`config.mk`:
```
export PLATFORM = sky130hd
export DESIGN_NAME = mcr_top
export DESIGN_NICKNAME = d
export VERILOG_FILES = /design/src/verilog/mcr_pkg.sv /design/src/verilog/mcr_mac_unit.sv /design/src/verilog/mcr_top.sv
export SDC_FILE = /design/constraint.sdc
export NUM_CORES = 1
export LEC_CHECK = 0
export BUFFER_PORTS_ARGS = -buffer_cell sky130_fd_sc_hd__buf_4
export CAP_MARGIN = 10
export CORE_MARGIN = 10
export CORE_UTILIZATION = 69
export DETAILED_ROUTE_END_ITERATION = 12
export PLACE_DENSITY = 0.95
export SYNTH_ARGS = -nofsm -noshare
export SYNTH_HDL_FRONTEND = slang
export SYNTH_SLANG_ARGS = --single-unit
```
`constraint.sdc`:
```
create_clock -name sys_clk_i -period 31.6 [get_ports sys_clk_i]
set_input_delay 4.74 -clock sys_clk_i [delete_from_list [all_inputs] [get_ports sys_clk_i]]
set_output_delay 4.74 -clock sys_clk_i [all_outputs]
set_load 0.01 [all_outputs]
```
`src/verilog/mcr_pkg.sv`:
```
`default_nettype none
package mcr_pkg;

  // operand and result widths
  localparam int unsigned OPND_W = 16;
  localparam int unsigned ACC_W  = 32;
  localparam int unsigned MODE_W = 8;
  localparam int unsigned EXT_W  = 9;
  localparam int unsigned IMM_W  = 7;
  localparam int unsigned FLAG_W = 4;
  localparam int unsigned RADR_W = 4;
  localparam int unsigned RDAT_W = 32;
  localparam int unsigned EVT_W  = 2;

  // operating mode values
  localparam logic [MODE_W-1:0] MODE_INIT0  = 8'h00;
  localparam logic [MODE_W-1:0] MODE_INIT1  = 8'h01;
  localparam logic [MODE_W-1:0] MODE_INIT2  = 8'h02;
  localparam logic [MODE_W-1:0] MODE_RD0LO  = 8'h03;
  localparam logic [MODE_W-1:0] MODE_RD0HI  = 8'h13;
  localparam logic [MODE_W-1:0] MODE_RD1LO  = 8'h23;
  localparam logic [MODE_W-1:0] MODE_RD1HI  = 8'h33;
  localparam logic [MODE_W-1:0] MODE_MACU_L = 8'h06;
  localparam logic [MODE_W-1:0] MODE_MACS_L = 8'h07;
  localparam logic [MODE_W-1:0] MODE_MACU_H = 8'h16;
  localparam logic [MODE_W-1:0] MODE_MACS_H = 8'h17;
  localparam logic [MODE_W-1:0] MODE_RESET  = 8'h00;

  // condition flag patterns, order carry overflow zero negative
  localparam logic [FLAG_W-1:0] FLAGS_OVF  = 4'h4;
  localparam logic [FLAG_W-1:0] FLAGS_NONE = 4'h0;

  // register map of the software port
  localparam logic [RADR_W-1:0] ADR_STATUS = 4'h0;
  localparam logic [RADR_W-1:0] ADR_MASK   = 4'h4;
  localparam logic [RADR_W-1:0] ADR_MODE   = 4'h8;
  localparam logic [RADR_W-1:0] ADR_RESULT_REG_ZERO   = 4'hC;

  // status event bits
  localparam int unsigned EVT_OVF  = 0;
  localparam int unsigned EVT_DONE = 1;
  localparam logic [EVT_W-1:0] STATUS_RST = 2'h0;
  localparam logic [EVT_W-1:0] MASK_RST   = 2'h0;
  localparam logic [ACC_W-1:0] RES_RST    = 32'h0000_0000;

  // instruction kinds presented by the core
  typedef enum logic [1:0] {
    MCR_OP_MODE_WR = 2'b00,
    MCR_OP_LOAD    = 2'b01,
    MCR_OP_COMPUTE = 2'b10,
    MCR_OP_NONE    = 2'b11
  } mcr_op_t;

  typedef struct packed {
    logic                    valid;
    mcr_op_t                 op;
    logic [OPND_W-1:0]       rd_val;
    logic [OPND_W-1:0]       rs_val;
    logic                    use_imm;
    logic [EXT_W-1:0]        ext_prefix;
    logic [IMM_W-1:0]        short_immediate_field;
  } mcr_req_t;

  typedef struct packed {
    logic                    valid;
    logic [OPND_W-1:0]       data;
    logic [FLAG_W-1:0]       carry_ovf_zero_neg_flags;
  } mcr_ans_t;

endpackage : mcr_pkg
`default_nettype wire

```
`src/verilog/mcr_mac_unit.sv`:
```
`timescale 1ns/1ns
`default_nettype none
module mcr_mac_unit
  import mcr_pkg::*;
(
  // operands
  input  wire logic [OPND_W-1:0] mul_a_i,
  input  wire logic [OPND_W-1:0] mul_b_i,
  input  wire logic [ACC_W-1:0]  acc_i,
  input  wire logic              signed_i,
  // results
  output logic      [ACC_W-1:0]  sum_o,
  output logic                   ovf_o
);

  logic [ACC_W-1:0] prod;

  always_comb begin
    if (signed_i) begin
      prod = ACC_W'($signed(mul_a_i) * $signed(mul_b_i));
    end else begin
      prod = ACC_W'(mul_a_i * mul_b_i);
    end
    sum_o = prod + acc_i;
    // like signs in, other sign out; unsigned never flags
    ovf_o = signed_i && (prod[ACC_W-1] == acc_i[ACC_W-1])
            && (sum_o[ACC_W-1] != prod[ACC_W-1]);
  end

endmodule : mcr_mac_unit
`default_nettype wire

```
`src/verilog/mcr_top.sv`:
```
// Overview of operation
// - accumulator is product plus previous result zero
// - mode write loads mode, selects behaviour
// - mode 0x00 clears both result registers
// - mode 0x01 load: low half, upper zero
// - mode 0x02 load: first high, second low
// - modes 0x06/0x07 accumulate, return low half
// - modes 0x16/0x17 accumulate, return high half
// - overflow reports flags 0b0100
// - only signed accumulate detects overflow
// - overflow when like signs give other sign
// - result held on an overflowing accumulate
// - clean accumulate, or load/compute outside read modes, clears overflow; mode writes keep it
// - read modes return chosen result half
// - read modes flag zero, registers untouched
// - result registers keep contents until overwritten
//
// Our own choices: strobed register access and the placing of the registers.
`timescale 1ns/1ns
`default_nettype none
module mcr_top
  import mcr_pkg::*;
(
  // clock and reset
  input  wire logic              sys_clk_i,
  input  wire logic              rst_i,
  // coprocessor instruction port
  input  wire mcr_req_t          req_i,
  output var  mcr_ans_t          ans_o,
  // software register port
  input  wire logic [RADR_W-1:0] reg_addr_i,
  input  wire logic [RDAT_W-1:0] reg_wdata_i,
  input  wire logic              reg_wr_i,
  input  wire logic              reg_rd_i,
  output logic      [RDAT_W-1:0] reg_rdata_o,
  // interrupt
  output logic                   irq_o
);

  ////////////////////////////////////////////////////////////////////////////
  // helpers

  function automatic logic is_mac(input logic [MODE_W-1:0] m);
    is_mac = (m == MODE_MACU_L) || (m == MODE_MACS_L) || (m == MODE_MACU_H) || (m == MODE_MACS_H);
  endfunction : is_mac

  function automatic logic is_read(input logic [MODE_W-1:0] m);
    is_read = (m == MODE_RD0LO) || (m == MODE_RD0HI) || (m == MODE_RD1LO) || (m == MODE_RD1HI);
  endfunction : is_read

  ////////////////////////////////////////////////////////////////////////////
  // state

  logic [MODE_W-1:0] mode_r;
  logic [ACC_W-1:0]  result_reg_zero_r;
  logic [ACC_W-1:0]  result_reg_one_r;
  logic              ovf_r;
  mcr_ans_t          ans_r;
  logic [EVT_W-1:0]  sts_r;
  logic [EVT_W-1:0]  sts_nxt;
  logic [EVT_W-1:0]  msk_r;
  logic [EVT_W-1:0]  msk_nxt;
  logic [RDAT_W-1:0] rdata_r;
  logic              irq_r;

  ////////////////////////////////////////////////////////////////////////////
  // decode

  logic [OPND_W-1:0] opnd_b;
  logic              do_mode;
  logic              do_load;
  logic              do_comp;
  logic              mac_comp;
  logic              rd_comp;
  logic [ACC_W-1:0]  mac_sum;
  logic              mac_ovf;
  logic              mac_signed;

  always_comb begin
    if (req_i.use_imm) begin
      opnd_b = {req_i.ext_prefix, req_i.short_immediate_field};
    end else begin
      opnd_b = req_i.rs_val;
    end
  end

  assign do_mode    = req_i.valid && (req_i.op == MCR_OP_MODE_WR);
  assign do_load    = req_i.valid && (req_i.op == MCR_OP_LOAD);
  assign do_comp    = req_i.valid && (req_i.op == MCR_OP_COMPUTE);
  assign mac_comp   = do_comp && is_mac(mode_r);
  assign rd_comp    = do_comp && is_read(mode_r);
  assign mac_signed = (mode_r == MODE_MACS_L) || (mode_r == MODE_MACS_H);

  mcr_mac_unit i_mcr_mac_unit (
    .mul_a_i  (req_i.rd_val),
    .mul_b_i  (opnd_b),
    .acc_i    (result_reg_zero_r),
    .signed_i (mac_signed),
    .sum_o    (mac_sum),
    .ovf_o    (mac_ovf)
  );

  ////////////////////////////////////////////////////////////////////////////
  // operating mode

  always_ff @(posedge sys_clk_i) begin
    if (rst_i) begin
      mode_r <= MODE_RESET;
    end else if (do_mode) begin
      mode_r <= opnd_b[MODE_W-1:0];
    end
  end

  ////////////////////////////////////////////////////////////////////////////
  // result registers; untouched by read modes and idle cycles

  always_ff @(posedge sys_clk_i) begin
    if (rst_i) begin
      result_reg_zero_r <= RES_RST;
      result_reg_one_r <= RES_RST;
    end else if (do_mode && (opnd_b[MODE_W-1:0] == MODE_INIT0)) begin
      result_reg_zero_r <= RES_RST;
      result_reg_one_r <= RES_RST;
    end else if (do_load && (mode_r == MODE_INIT1)) begin
      result_reg_zero_r <= {{OPND_W{1'b0}}, opnd_b};
    end else if (do_load && (mode_r == MODE_INIT2)) begin
      result_reg_zero_r <= {req_i.rd_val, opnd_b};
    end else if (mac_comp && !mac_ovf) begin
      // an overflowing sum is dropped so the last good value survives
      result_reg_zero_r <= mac_sum;
    end
  end

  ////////////////////////////////////////////////////////////////////////////
  // overflow flag

  always_ff @(posedge sys_clk_i) begin
    if (rst_i) begin
      ovf_r <= 1'b0;
    end else if (mac_comp) begin
      ovf_r <= mac_ovf;
    end else if ((do_comp || do_load) && !is_read(mode_r)) begin
      ovf_r <= 1'b0;
    end
  end

  ////////////////////////////////////////////////////////////////////////////
  // answer to the core, one cycle after the compute instruction

  always_ff @(posedge sys_clk_i) begin
    if (rst_i) begin
      ans_r <= '0;
    end else begin
      ans_r.valid <= do_comp;
      if (mac_comp) begin
        if (mac_ovf) begin
          ans_r.carry_ovf_zero_neg_flags <= FLAGS_OVF;
          // held value is returned instead of the lost sum
          ans_r.data <= (mode_r[4]) ? result_reg_zero_r[ACC_W-1:OPND_W] : result_reg_zero_r[OPND_W-1:0];
        end else begin
          ans_r.carry_ovf_zero_neg_flags <= FLAGS_NONE;
          ans_r.data <= (mode_r[4]) ? mac_sum[ACC_W-1:OPND_W] : mac_sum[OPND_W-1:0];
        end
      end else if (rd_comp) begin
        ans_r.carry_ovf_zero_neg_flags <= FLAGS_NONE;
        case (mode_r)
          MODE_RD0LO: ans_r.data <= result_reg_zero_r[OPND_W-1:0];
          MODE_RD0HI: ans_r.data <= result_reg_zero_r[ACC_W-1:OPND_W];
          MODE_RD1LO: ans_r.data <= result_reg_one_r[OPND_W-1:0];
          default:    ans_r.data <= result_reg_one_r[ACC_W-1:OPND_W];
        endcase
      end else if (do_comp) begin
        // compute in an init mode has no defined result
        ans_r.data <= {OPND_W{1'b0}};
        ans_r.carry_ovf_zero_neg_flags <= FLAGS_NONE;
      end
    end
  end

  assign ans_o = ans_r;

  ////////////////////////////////////////////////////////////////////////////
  // interrupt status, write one to clear; a new event beats the clear

  always_comb begin
    sts_nxt = sts_r;
    if (reg_wr_i && (reg_addr_i == ADR_STATUS)) begin
      sts_nxt = sts_nxt & ~reg_wdata_i[EVT_W-1:0];
    end
    if (mac_comp && mac_ovf) begin
      sts_nxt[EVT_OVF] = 1'b1;
    end
    if (do_comp) begin
      sts_nxt[EVT_DONE] = 1'b1;
    end
  end

  always_ff @(posedge sys_clk_i) begin
    if (rst_i) begin
      sts_r <= STATUS_RST;
    end else begin
      sts_r <= sts_nxt;
    end
  end

  always_ff @(posedge sys_clk_i) begin
    if (rst_i) begin
      msk_r <= MASK_RST;
    end else if (reg_wr_i && (reg_addr_i == ADR_MASK)) begin
      msk_r <= reg_wdata_i[EVT_W-1:0];
    end
  end

  // next mask so the interrupt level never lags a mask write
  always_comb begin
    msk_nxt = msk_r;
    if (reg_wr_i && (reg_addr_i == ADR_MASK)) begin
      msk_nxt = reg_wdata_i[EVT_W-1:0];
    end
  end

  always_ff @(posedge sys_clk_i) begin
    if (rst_i) begin
      irq_r <= 1'b0;
    end else begin
      irq_r <= |(sts_nxt & msk_nxt);
    end
  end

  assign irq_o = irq_r;

  ////////////////////////////////////////////////////////////////////////////
  // register read port, data valid the cycle after the strobe

  always_ff @(posedge sys_clk_i) begin
    if (rst_i) begin
      rdata_r <= {RDAT_W{1'b0}};
    end else if (reg_rd_i) begin
      case (reg_addr_i)
        ADR_STATUS: rdata_r <= {{(RDAT_W-EVT_W){1'b0}}, sts_r};
        ADR_MASK:   rdata_r <= {{(RDAT_W-EVT_W){1'b0}}, msk_r};
        ADR_MODE:   rdata_r <= {{(RDAT_W-MODE_W-1){1'b0}}, ovf_r, mode_r};
        ADR_RESULT_REG_ZERO:   rdata_r <= result_reg_zero_r;
        default:    rdata_r <= {RDAT_W{1'b0}};
      endcase
    end else begin
      rdata_r <= {RDAT_W{1'b0}};
    end
  end

  assign reg_rdata_o = rdata_r;

  ////////////////////////////////////////////////////////////////////////////
  // checks

  logic seen_clean_r;

  always_ff @(posedge sys_clk_i) begin
    if (rst_i) begin
      seen_clean_r <= 1'b0;
    end else if (mac_comp && !mac_ovf) begin
      seen_clean_r <= 1'b1;
    end
  end

  AST_MODE_LOAD: assert property (@(posedge sys_clk_i) disable iff (rst_i)
    do_mode |=> (mode_r == $past(opnd_b[MODE_W-1:0])))
    else $error("mode register did not take written value");

  AST_INIT0_CLEAR: assert property (@(posedge sys_clk_i) disable iff (rst_i)
    (do_mode && (opnd_b[MODE_W-1:0] == MODE_INIT0)) |=> (result_reg_zero_r == RES_RST) && (result_reg_one_r == RES_RST))
    else $error("init mode zero did not clear results");

  AST_INIT1_LOAD: assert property (@(posedge sys_clk_i) disable iff (rst_i)
    (do_load && (mode_r == MODE_INIT1)) |=> (result_reg_zero_r == {16'h0000, $past(opnd_b)}))
    else $error("init mode one load wrong");

  AST_INIT2_LOAD: assert property (@(posedge sys_clk_i) disable iff (rst_i)
    (do_load && (mode_r == MODE_INIT2)) |=> (result_reg_zero_r == {$past(req_i.rd_val), $past(opnd_b)}))
    else $error("init mode two load wrong");

  AST_MAC_RESULT: assert property (@(posedge sys_clk_i) disable iff (rst_i)
    (mac_comp && !mac_ovf && !mode_r[4]) |=> ans_o.valid && (ans_o.data == result_reg_zero_r[15:0])
      && (ans_o.carry_ovf_zero_neg_flags == FLAGS_NONE))
    else $error("low half accumulate answer wrong");

  AST_MAC_HIGH: assert property (@(posedge sys_clk_i) disable iff (rst_i)
    (mac_comp && !mac_ovf && mode_r[4]) |=> ans_o.valid && (ans_o.data == result_reg_zero_r[31:16])
      && (ans_o.carry_ovf_zero_neg_flags == FLAGS_NONE))
    else $error("high half accumulate answer wrong");

  AST_OVF_HOLD: assert property (@(posedge sys_clk_i) disable iff (rst_i)
    (mac_comp && mac_ovf) |=> $stable(result_reg_zero_r) && ovf_r && (ans_o.carry_ovf_zero_neg_flags == FLAGS_OVF))
    else $error("overflow did not hold result or flag");

  AST_UNSIGNED_NO_OVF: assert property (@(posedge sys_clk_i) disable iff (rst_i)
    (mac_comp && !mac_signed) |=> !ovf_r ##0 ans_o.carry_ovf_zero_neg_flags[2] == 1'b0)
    else $error("unsigned accumulate raised overflow");

  AST_READ_QUIET: assert property (@(posedge sys_clk_i) disable iff (rst_i)
    rd_comp |=> $stable(result_reg_zero_r) && $stable(result_reg_one_r) && (ans_o.carry_ovf_zero_neg_flags == FLAGS_NONE))
    else $error("read mode disturbed results or flags");

  AST_OVF_CLEAR: assert property (@(posedge sys_clk_i) disable iff (rst_i)
    (ovf_r && do_load && !is_read(mode_r)) |=> !ovf_r)
    else $error("overflow flag not cleared by load");

  AST_IRQ_LEVEL: assert property (@(posedge sys_clk_i) disable iff (rst_i)
    irq_o == (|(sts_r & msk_r)))
    else $error("interrupt level differs from unmasked status");

  AST_ANS_PULSE: assert property (@(posedge sys_clk_i) disable iff (rst_i)
    ans_o.valid == $past(do_comp))
    else $error("answer valid not exactly one cycle after compute");

  AST_RDATA_IDLE: assert property (@(posedge sys_clk_i) disable iff (rst_i)
    !reg_rd_i |=> (reg_rdata_o == {RDAT_W{1'b0}}))
    else $error("read data not zero outside its cycle");

  AST_OVF_CLEAN_CLR: assert property (@(posedge sys_clk_i) disable iff (rst_i)
    (mac_comp && !mac_ovf) |=> !ovf_r && (result_reg_zero_r == $past(mac_sum)))
    else $error("clean accumulate did not clear overflow or store sum");

  AST_LOAD_IGNORED: assert property (@(posedge sys_clk_i) disable iff (rst_i)
    (do_load && (mode_r != MODE_INIT1) && (mode_r != MODE_INIT2)) |=> $stable(result_reg_zero_r) && $stable(result_reg_one_r))
    else $error("load outside init modes changed results");

  AST_DONE_EVENT: assert property (@(posedge sys_clk_i) disable iff (rst_i)
    do_comp |=> sts_r[EVT_DONE])
    else $error("compute did not set done status");

  AST_OVF_EVENT: assert property (@(posedge sys_clk_i) disable iff (rst_i)
    (mac_comp && mac_ovf) |=> sts_r[EVT_OVF])
    else $error("overflow did not set overflow status");

  COV_SIGNED_OVF: cover property (@(posedge sys_clk_i) disable iff (rst_i) mac_comp && mac_ovf);
  COV_OVF_RECOVER: cover property (@(posedge sys_clk_i) disable iff (rst_i)
    ovf_r ##1 (mac_comp && !mac_ovf));
  COV_READ_HIGH1: cover property (@(posedge sys_clk_i) disable iff (rst_i)
    rd_comp && (mode_r == MODE_RD1HI));
  COV_MAC_CHAIN: cover property (@(posedge sys_clk_i) disable iff (rst_i)
    seen_clean_r && mac_comp ##1 mac_comp);

endmodule : mcr_top
`default_nettype wire

```
# Word-level counts from Yosys, hierarchy flattened
# Index checks and enable logic that the tools add are counted.
[totals] regBits=99 in_bits=92 output_inout_bits=54 wordCells=90
[classes] n_addsub=1 n_mul=2 n_eq_ne=17 muxes=19 n_bitwise=4 reduce_logical=36
[ops] operator="one-hot mux 32 bit (4 select lines)" count=1
[ops] operator="two-way mux 32 bit" count=3
[ops] operator="two-way mux 20 bit" count=4
[ops] operator="multiplier 16 x 16 -> 32 bit" count=2
[ops] operator="two-way mux 16 bit" count=4
[ops] operator="adder 32 bit" count=1
[ops] operator="one-hot mux 16 bit (2 select lines)" count=1
[ops] operator="== test 8 x 5 -> 1 bit (second input constant)" count=3
[ops] operator="== test 8 x 2 -> 1 bit (second input constant)" count=2
[ops] operator="== test 8 x 3 -> 1 bit (second input constant)" count=2
[ops] operator="== test 8 x 6 -> 1 bit (second input constant)" count=2
[ops] operator="logical AND 1 bit" count=15
[ops] operator="== test 4 bit (second input constant)" count=2
[ops] operator="== test 8 x 1 -> 1 bit (second input constant)" count=1
[ops] operator="logical NOT 8 bit" count=1
[ops] operator="logical OR 1 bit" count=8
[ops] operator="nonzero test 3 bit" count=2
[ops] operator="OR reduction 2 bit" count=3
[ops] operator="AND 2 bit" count=2
[ops] operator="== test 4 x 3 -> 1 bit (second input constant)" count=1
[ops] operator="logical NOT 4 bit" count=1
[ops] operator="two-way mux 1 bit" count=4
[ops] operator="two-way mux 2 bit" count=2
[ops] operator="nonzero test 2 bit" count=2
[ops] operator="9 further kinds" count=10

# Longest topological paths before layout
[depth] depth_word=11 depth_mapped=41

# Hierarchy
# A second synthesis with hierarchy kept.
[hier_totals] cells_unflattened=2327 hier_area_um2=20756.2
[modules_own_cells] mod="mcr_mac_unit" n_inst=1 cells_per_inst=1874 area_each_um2=16206.8 seq_area_each_um2=0.0
[modules_own_cells] mod="mcr_top" n_inst=1 cells_per_inst=453 area_each_um2=4549.4 seq_area_each_um2=1921.8

# Worst setup path before layout
# No wires, ideal clock.
[synth_timing] kind="in2reg" from="input port req_i[16] in the netlist's numbering" to="register result_reg_zero_r[20]" setup_time_ns=0.133 t_arrival_ns=13.462 required_time_ns=31.467 setup_slack_ns=18.006 stages=39 path_buffers=4 cell_sequence="buf_2 > buf_1 > mux2_2 > clkbuf_1 > nand2_1 > fa_1 > fa_1 > inv_1 > fa_1 > inv_1 > fa_1 > fa_1 > fa_1 > inv_1 > ha_1 > a21oi_1 > o21bai_1 > a2111oi_0 > (+3 left out) > a21o_1 > nor2_1 > nor3_1 > nor2_1 > a21oi_1 > ha_1 > a21o_1 > a21o_1 > a21o_1 > nand3b_1 > o211ai_1 > and2_1 > nor3_1 > mux2_4 > nor2_8 > buf_12 > mux2i_1 > a21oi_1"
[synth_between] elab_chain_cells=9 elab_cells_between_ends=17
[synth_lines] item="start: declaration" line_no="mcr_top.sv:28" text="input wire mcr_req_t req_i,"
[synth_lines] item="two-way mux 16 bit *" line_no="mcr_top.sv:80" text="if (req_i.use_imm) begin"
[synth_lines] item="multiplier 16 x 16 -> 32 bit, on equally long branches" line_no="mcr_mac_unit.sv:22, mcr_mac_unit.sv:20"
[synth_lines] item="two-way mux 32 bit" line_no="mcr_mac_unit.sv:19" text="if (signed_i) begin"
[synth_lines] item="adder 32 bit or == test 1 bit (tied branches)" line_no="mcr_mac_unit.sv:24, mcr_mac_unit.sv:26"
[synth_lines] item="inequality test 1 bit or logical AND 1 bit (tied branches)" line_no="mcr_mac_unit.sv:27, mcr_mac_unit.sv:26"
[synth_lines] item="logical AND 1 bit" line_no="mcr_mac_unit.sv:27" text="&& (sum_o[ACC_W-1] != prod[ACC_W-1]);"
[synth_lines] item="logical NOT 1 bit"
[synth_lines] item="logical AND 1 bit"
[synth_lines] item="nonzero test 2 bit (no source line)"
[synth_lines] item="end signal: assignment" line_no="mcr_top.sv:125" text="result_reg_zero_r <= {{OPND_W{1'b0}}, opnd_b};"
[synth_lines] item="end signal: assignment" line_no="mcr_top.sv:127" text="result_reg_zero_r <= {req_i.rd_val, opnd_b};"
[synth_lines] item="end signal: assignment" line_no="mcr_top.sv:130" text="result_reg_zero_r <= mac_sum;"
[synth_lines] item="end: declaration" line_no="mcr_top.sv:55" text="logic [ACC_W-1:0] result_reg_zero_r;"
# Every way passes the cells marked *; elsewhere a longest branch is shown, timed or not. The select of a mux whose other input is x is not followed.
# A chain may end at the register's enable or synchronous reset.

# Worst setup path in the final report
[layout_timing] from="input port req_i[16] in the netlist's numbering" to="register ans_r, in the netlist ans_o[6]"
[layout_between] elab_chain_cells=8 elab_cells_between_ends=12
[layout_lines] item="two-way mux 16 bit *" line_no="mcr_top.sv:80"
[layout_lines] item="multiplier 16 x 16 -> 32 bit, on equally long branches" line_no="mcr_mac_unit.sv:22, mcr_mac_unit.sv:20"
[layout_lines] item="two-way mux 32 bit *" line_no="mcr_mac_unit.sv:19"
[layout_lines] item="adder 32 bit or == test 1 bit (tied branches)" line_no="mcr_mac_unit.sv:24, mcr_mac_unit.sv:26"
[layout_lines] item="inequality test 1 bit or logical AND 1 bit (tied branches)" line_no="mcr_mac_unit.sv:27, mcr_mac_unit.sv:26"
[layout_lines] item="logical AND 1 bit" line_no="mcr_mac_unit.sv:27"
[layout_lines] item="two-way mux 20 bit *" line_no="mcr_top.sv:156" text="if (mac_ovf) begin"
[layout_lines] item="two-way mux 20 bit *" line_no="mcr_top.sv:155" text="if (mac_comp) begin"
[layout_lines] item="end: declaration" line_no="mcr_top.sv:58" text="mcr_ans_t ans_r;"
# Every way passes the cells marked *; elsewhere a longest branch is shown, timed or not.

==> flow_metrics.py <==
metrics = {
    "sta": {
        "tightest_slew_ns": 1.10,
        "setup_tns_ns": 0,
        "finalCritPeriodShare_pct": 46.9,
        "hold_viol_final": 0,
        "fin_worst_skew_ns": 0.00980,
        "drv_slew": 0,
        "max_freq_mhz": 67.5,
        "grt_setup_unrepaired": "false",
        "slew_headroom_pct": 26.5,
        "period_needed_ns": 14.81,
        "finalSetupViolCount": 0,
    },
    "logic_synthesis": {
        "ys_seq_elements": 96,
        "synth_top_area_share_pct": 35.3,
        "ys.flop_type": "dfxtp_1",
        "syn_avg_cell_area_um2": 8.86,
        "syn_area_um2": 20700,
        "syn_inst": 2336,
        "seq_area_frac_synth_pct": 9.29,
        "ys_async_sr_fraction_pct": 0,
        "ys_top_cells_by_area": "fa_1 35%, ha_1 11%, dfxtp_1 9.3%",
        "synth_top_area_cell": "fa_1",
        "yosysWarnings": 0,
        "synth-edff-count": 0,
        "synthDistinctLibCells": 76,
    },
    "floorplanning": {
        "design.die.area_um2": 37300,
        "rows": 63,
        "io_pins": 146,
        "die_h_um": 193,
        "core_um2": 29600,
        "initial_core_util_pct": 69.8,
        "die_w_um": 193,
    },
    "detailed_routing": {
        "vias_per_cell": 6.19,
        "ant_nets": 0,
        "drc_errors": 0,
        "drt-pass1-iter-count": 6,
        "routed_wl_mm": 58.0,
        "post_drt_wl_per_cell_um": 20.8,
        "drtIter0Drc": 1572,
        "vias": 17200,
    },
    "global_routing": {
        "grt.busiest_layer": "met2",
        "grt.overflow.total": 0,
        "use_met2_pct": 55.5,
        "grt_usage_pct": 32.0,
        "grt_use_met1_pct": 36.7,
        "antenna_found_initial": 4,
        "grt_max_degree": 40,
        "grt_pass1_vias": 19100,
        "grt_use_met3_pct": 6.33,
        "grt_pass1_wl_mm": 94.9,
    },
    "worst_setup_path": {
        "r2r_start": "mode_r[5]",
        "cp_data_required_time_ns": 31.78,
        "crit_fanout": 19,
        "cp-start-kind": "input pin",
        "cp.arrival_ns": 14.99,
        "max_stage_delay_ns": 0.86,
        "crit_slowest_cell": "a21oi_1",
        "reg2reg_slack_ns": 25.84,
        "crit_top_cell": "fa_1",
        "end_kind": "flip-flop",
        "reg2regPathDepth": 17,
        "path_class": "in -> reg",
        "r2r-end": "ans_o[6]",
    },
    "place": {
        "placedCellCount": 2767,
        "portBuffers": 112,
        "gp_routability_congestion": 0.928,
        "hpwl_mm": 46.4,
    },
    "status": {
        "status": "finished clean",
    },
    "cts": {
        "cts_tree": "done",
        "post-cts-setup-buffers": 0,
        "cts_max_level": 3,
        "cts_sinks": 96,
        "cts_buffer_depth": 2,
        "root_buffer": "clkbuf_16",
        "clkLatencyLatePin_ns": 0.34,
        "cts_buffers": 9,
        "cts.reportedPaths.clkPinSlew_ns": 0.07,
        "cts-hold-fix-buffers": 0,
        "ctsResizeCount": 0,
    },
    "final_layout": {
        "filler_cell_count": 1958,
        "area_delta_synth_final_pct": 6.43,
        "nets": 3031,
        "final_common_cell": "inv_1",
        "final_cells": 2784,
        "most-common-layout-cells": "488 x inv_1, 365 x fa_1, 219 x nand2_1",
        "drive_above_1_share_pct": 7.40,
    },
    "worst_hold_path": {
        "holdPathStages": 2,
        "hold_path.startpoint": "ans_o[2]",
        "holdPathEnd": "ans_o[2]",
        "hp-class": "reg -> reg",
    },
    "job": {
        "maxCapViolations": 0,
    },
}
## critical path, delay by kind of cell
kind / cells / cell delay (ns)
muxes: 2 / 0.97
xor gates and xnor gates: 1 / 0.20
adders and majority gates: 8 / 3.69
AOI/OAI and AO/OA: 13 / 3.67
buffers and inverters: 5 / 0.48
and+or+nand+nor: 6 / 1.22
## metal layers
metal / vias up / share of wire, %
met5: - / 0.034
met4: 2 / 6.1
met3: 311 / 11
met2: 1048 / 49
met1: 8393 / 34
li1: 7478 / -
## registers in the layout (all words and copies together) (netlist names)
name	cells
mode_r	8
msk_r	2
reg_rdata_o	32
irq_o	1
ovf_r	1
sts_r	2
result_reg_zero_r	32
ans_o	18
## worst max-delay path by stage
stage	from	endpoint	depth (start not counted)	slack, ns
final	req_i[16]	ans_o[6]	35	16.79
after global routing	req_i[16]	ans_o[6]	36	16.42
after CTS	req_i[16]	ans_o[6]	35	17.03
after detailed placement	req_i[16]	ans_o[6]	35	16.70
after global placement	req_i[16]	ans_o[8]	35	16.84
after floorplan	req_i[16]	result_reg_zero_r[20]	39	18.01
## cell families (layout without fill, tap and decap cells)
kind of cell	Yosys count	in the layout	share of synthesized area, %
AND/OR/NAND/NOR	574	574	13.6
AO/OA/AOI/OAI	368	368	11.4
XOR/XNOR	88	88	3.72
adder cells (fa/ha/maj)	551	551	46.6
other	1	4	0.0181
flip-flops	96	96	9.29
buffers and inverters	569	624	10.6
multiplexers	89	89	4.75
## cell type report
class / instances / area, um^2 / share of cell area, %
inverter: 488 / 1830 / 8.32
tap: 390 / 488 / 2.22
clock buffer: 9 / 225 / 1.02
multi-input combinational: 1673 / 16600 / 75.3
antenna: 1 / 2.50 / 0.0114
timing repair buffer: 120 / 901 / 4.09
clock inverter: 7 / 71.3 / 0.324
sequential: 96 / 1920 / 8.73
## cell usage after synthesis, types with 20 or more instances
master    number
a211oi_1      20
a21o_1        50
a21oi_1      104
and2_1       144
clkbuf_1      66
dfxtp_1       96
fa_1         365
ha_1         186
inv_1        488
mux2i_1       64
nand2_1      219
nor2_1        98
o21ai_0       81
xnor2_1       55
xor2_1        33
## through the flow
step                      setup WS (ns)  instance area, um^2  hold WS [ns]  util (%)
final                             16.79                22000         0.471      74.3
after floorplan                   18.01                20700         0.432         -
after global placement            16.84                21700         0.450      73.3
after CTS                         17.03                22000         0.464      74.3
after global routing              16.42                22000         0.489      74.3
after detailed placement          16.70                21700         0.462      73.3
Power is not shown: default switching activity piles up to over one toggle a cycle in this logic, so the estimate is an artifact.
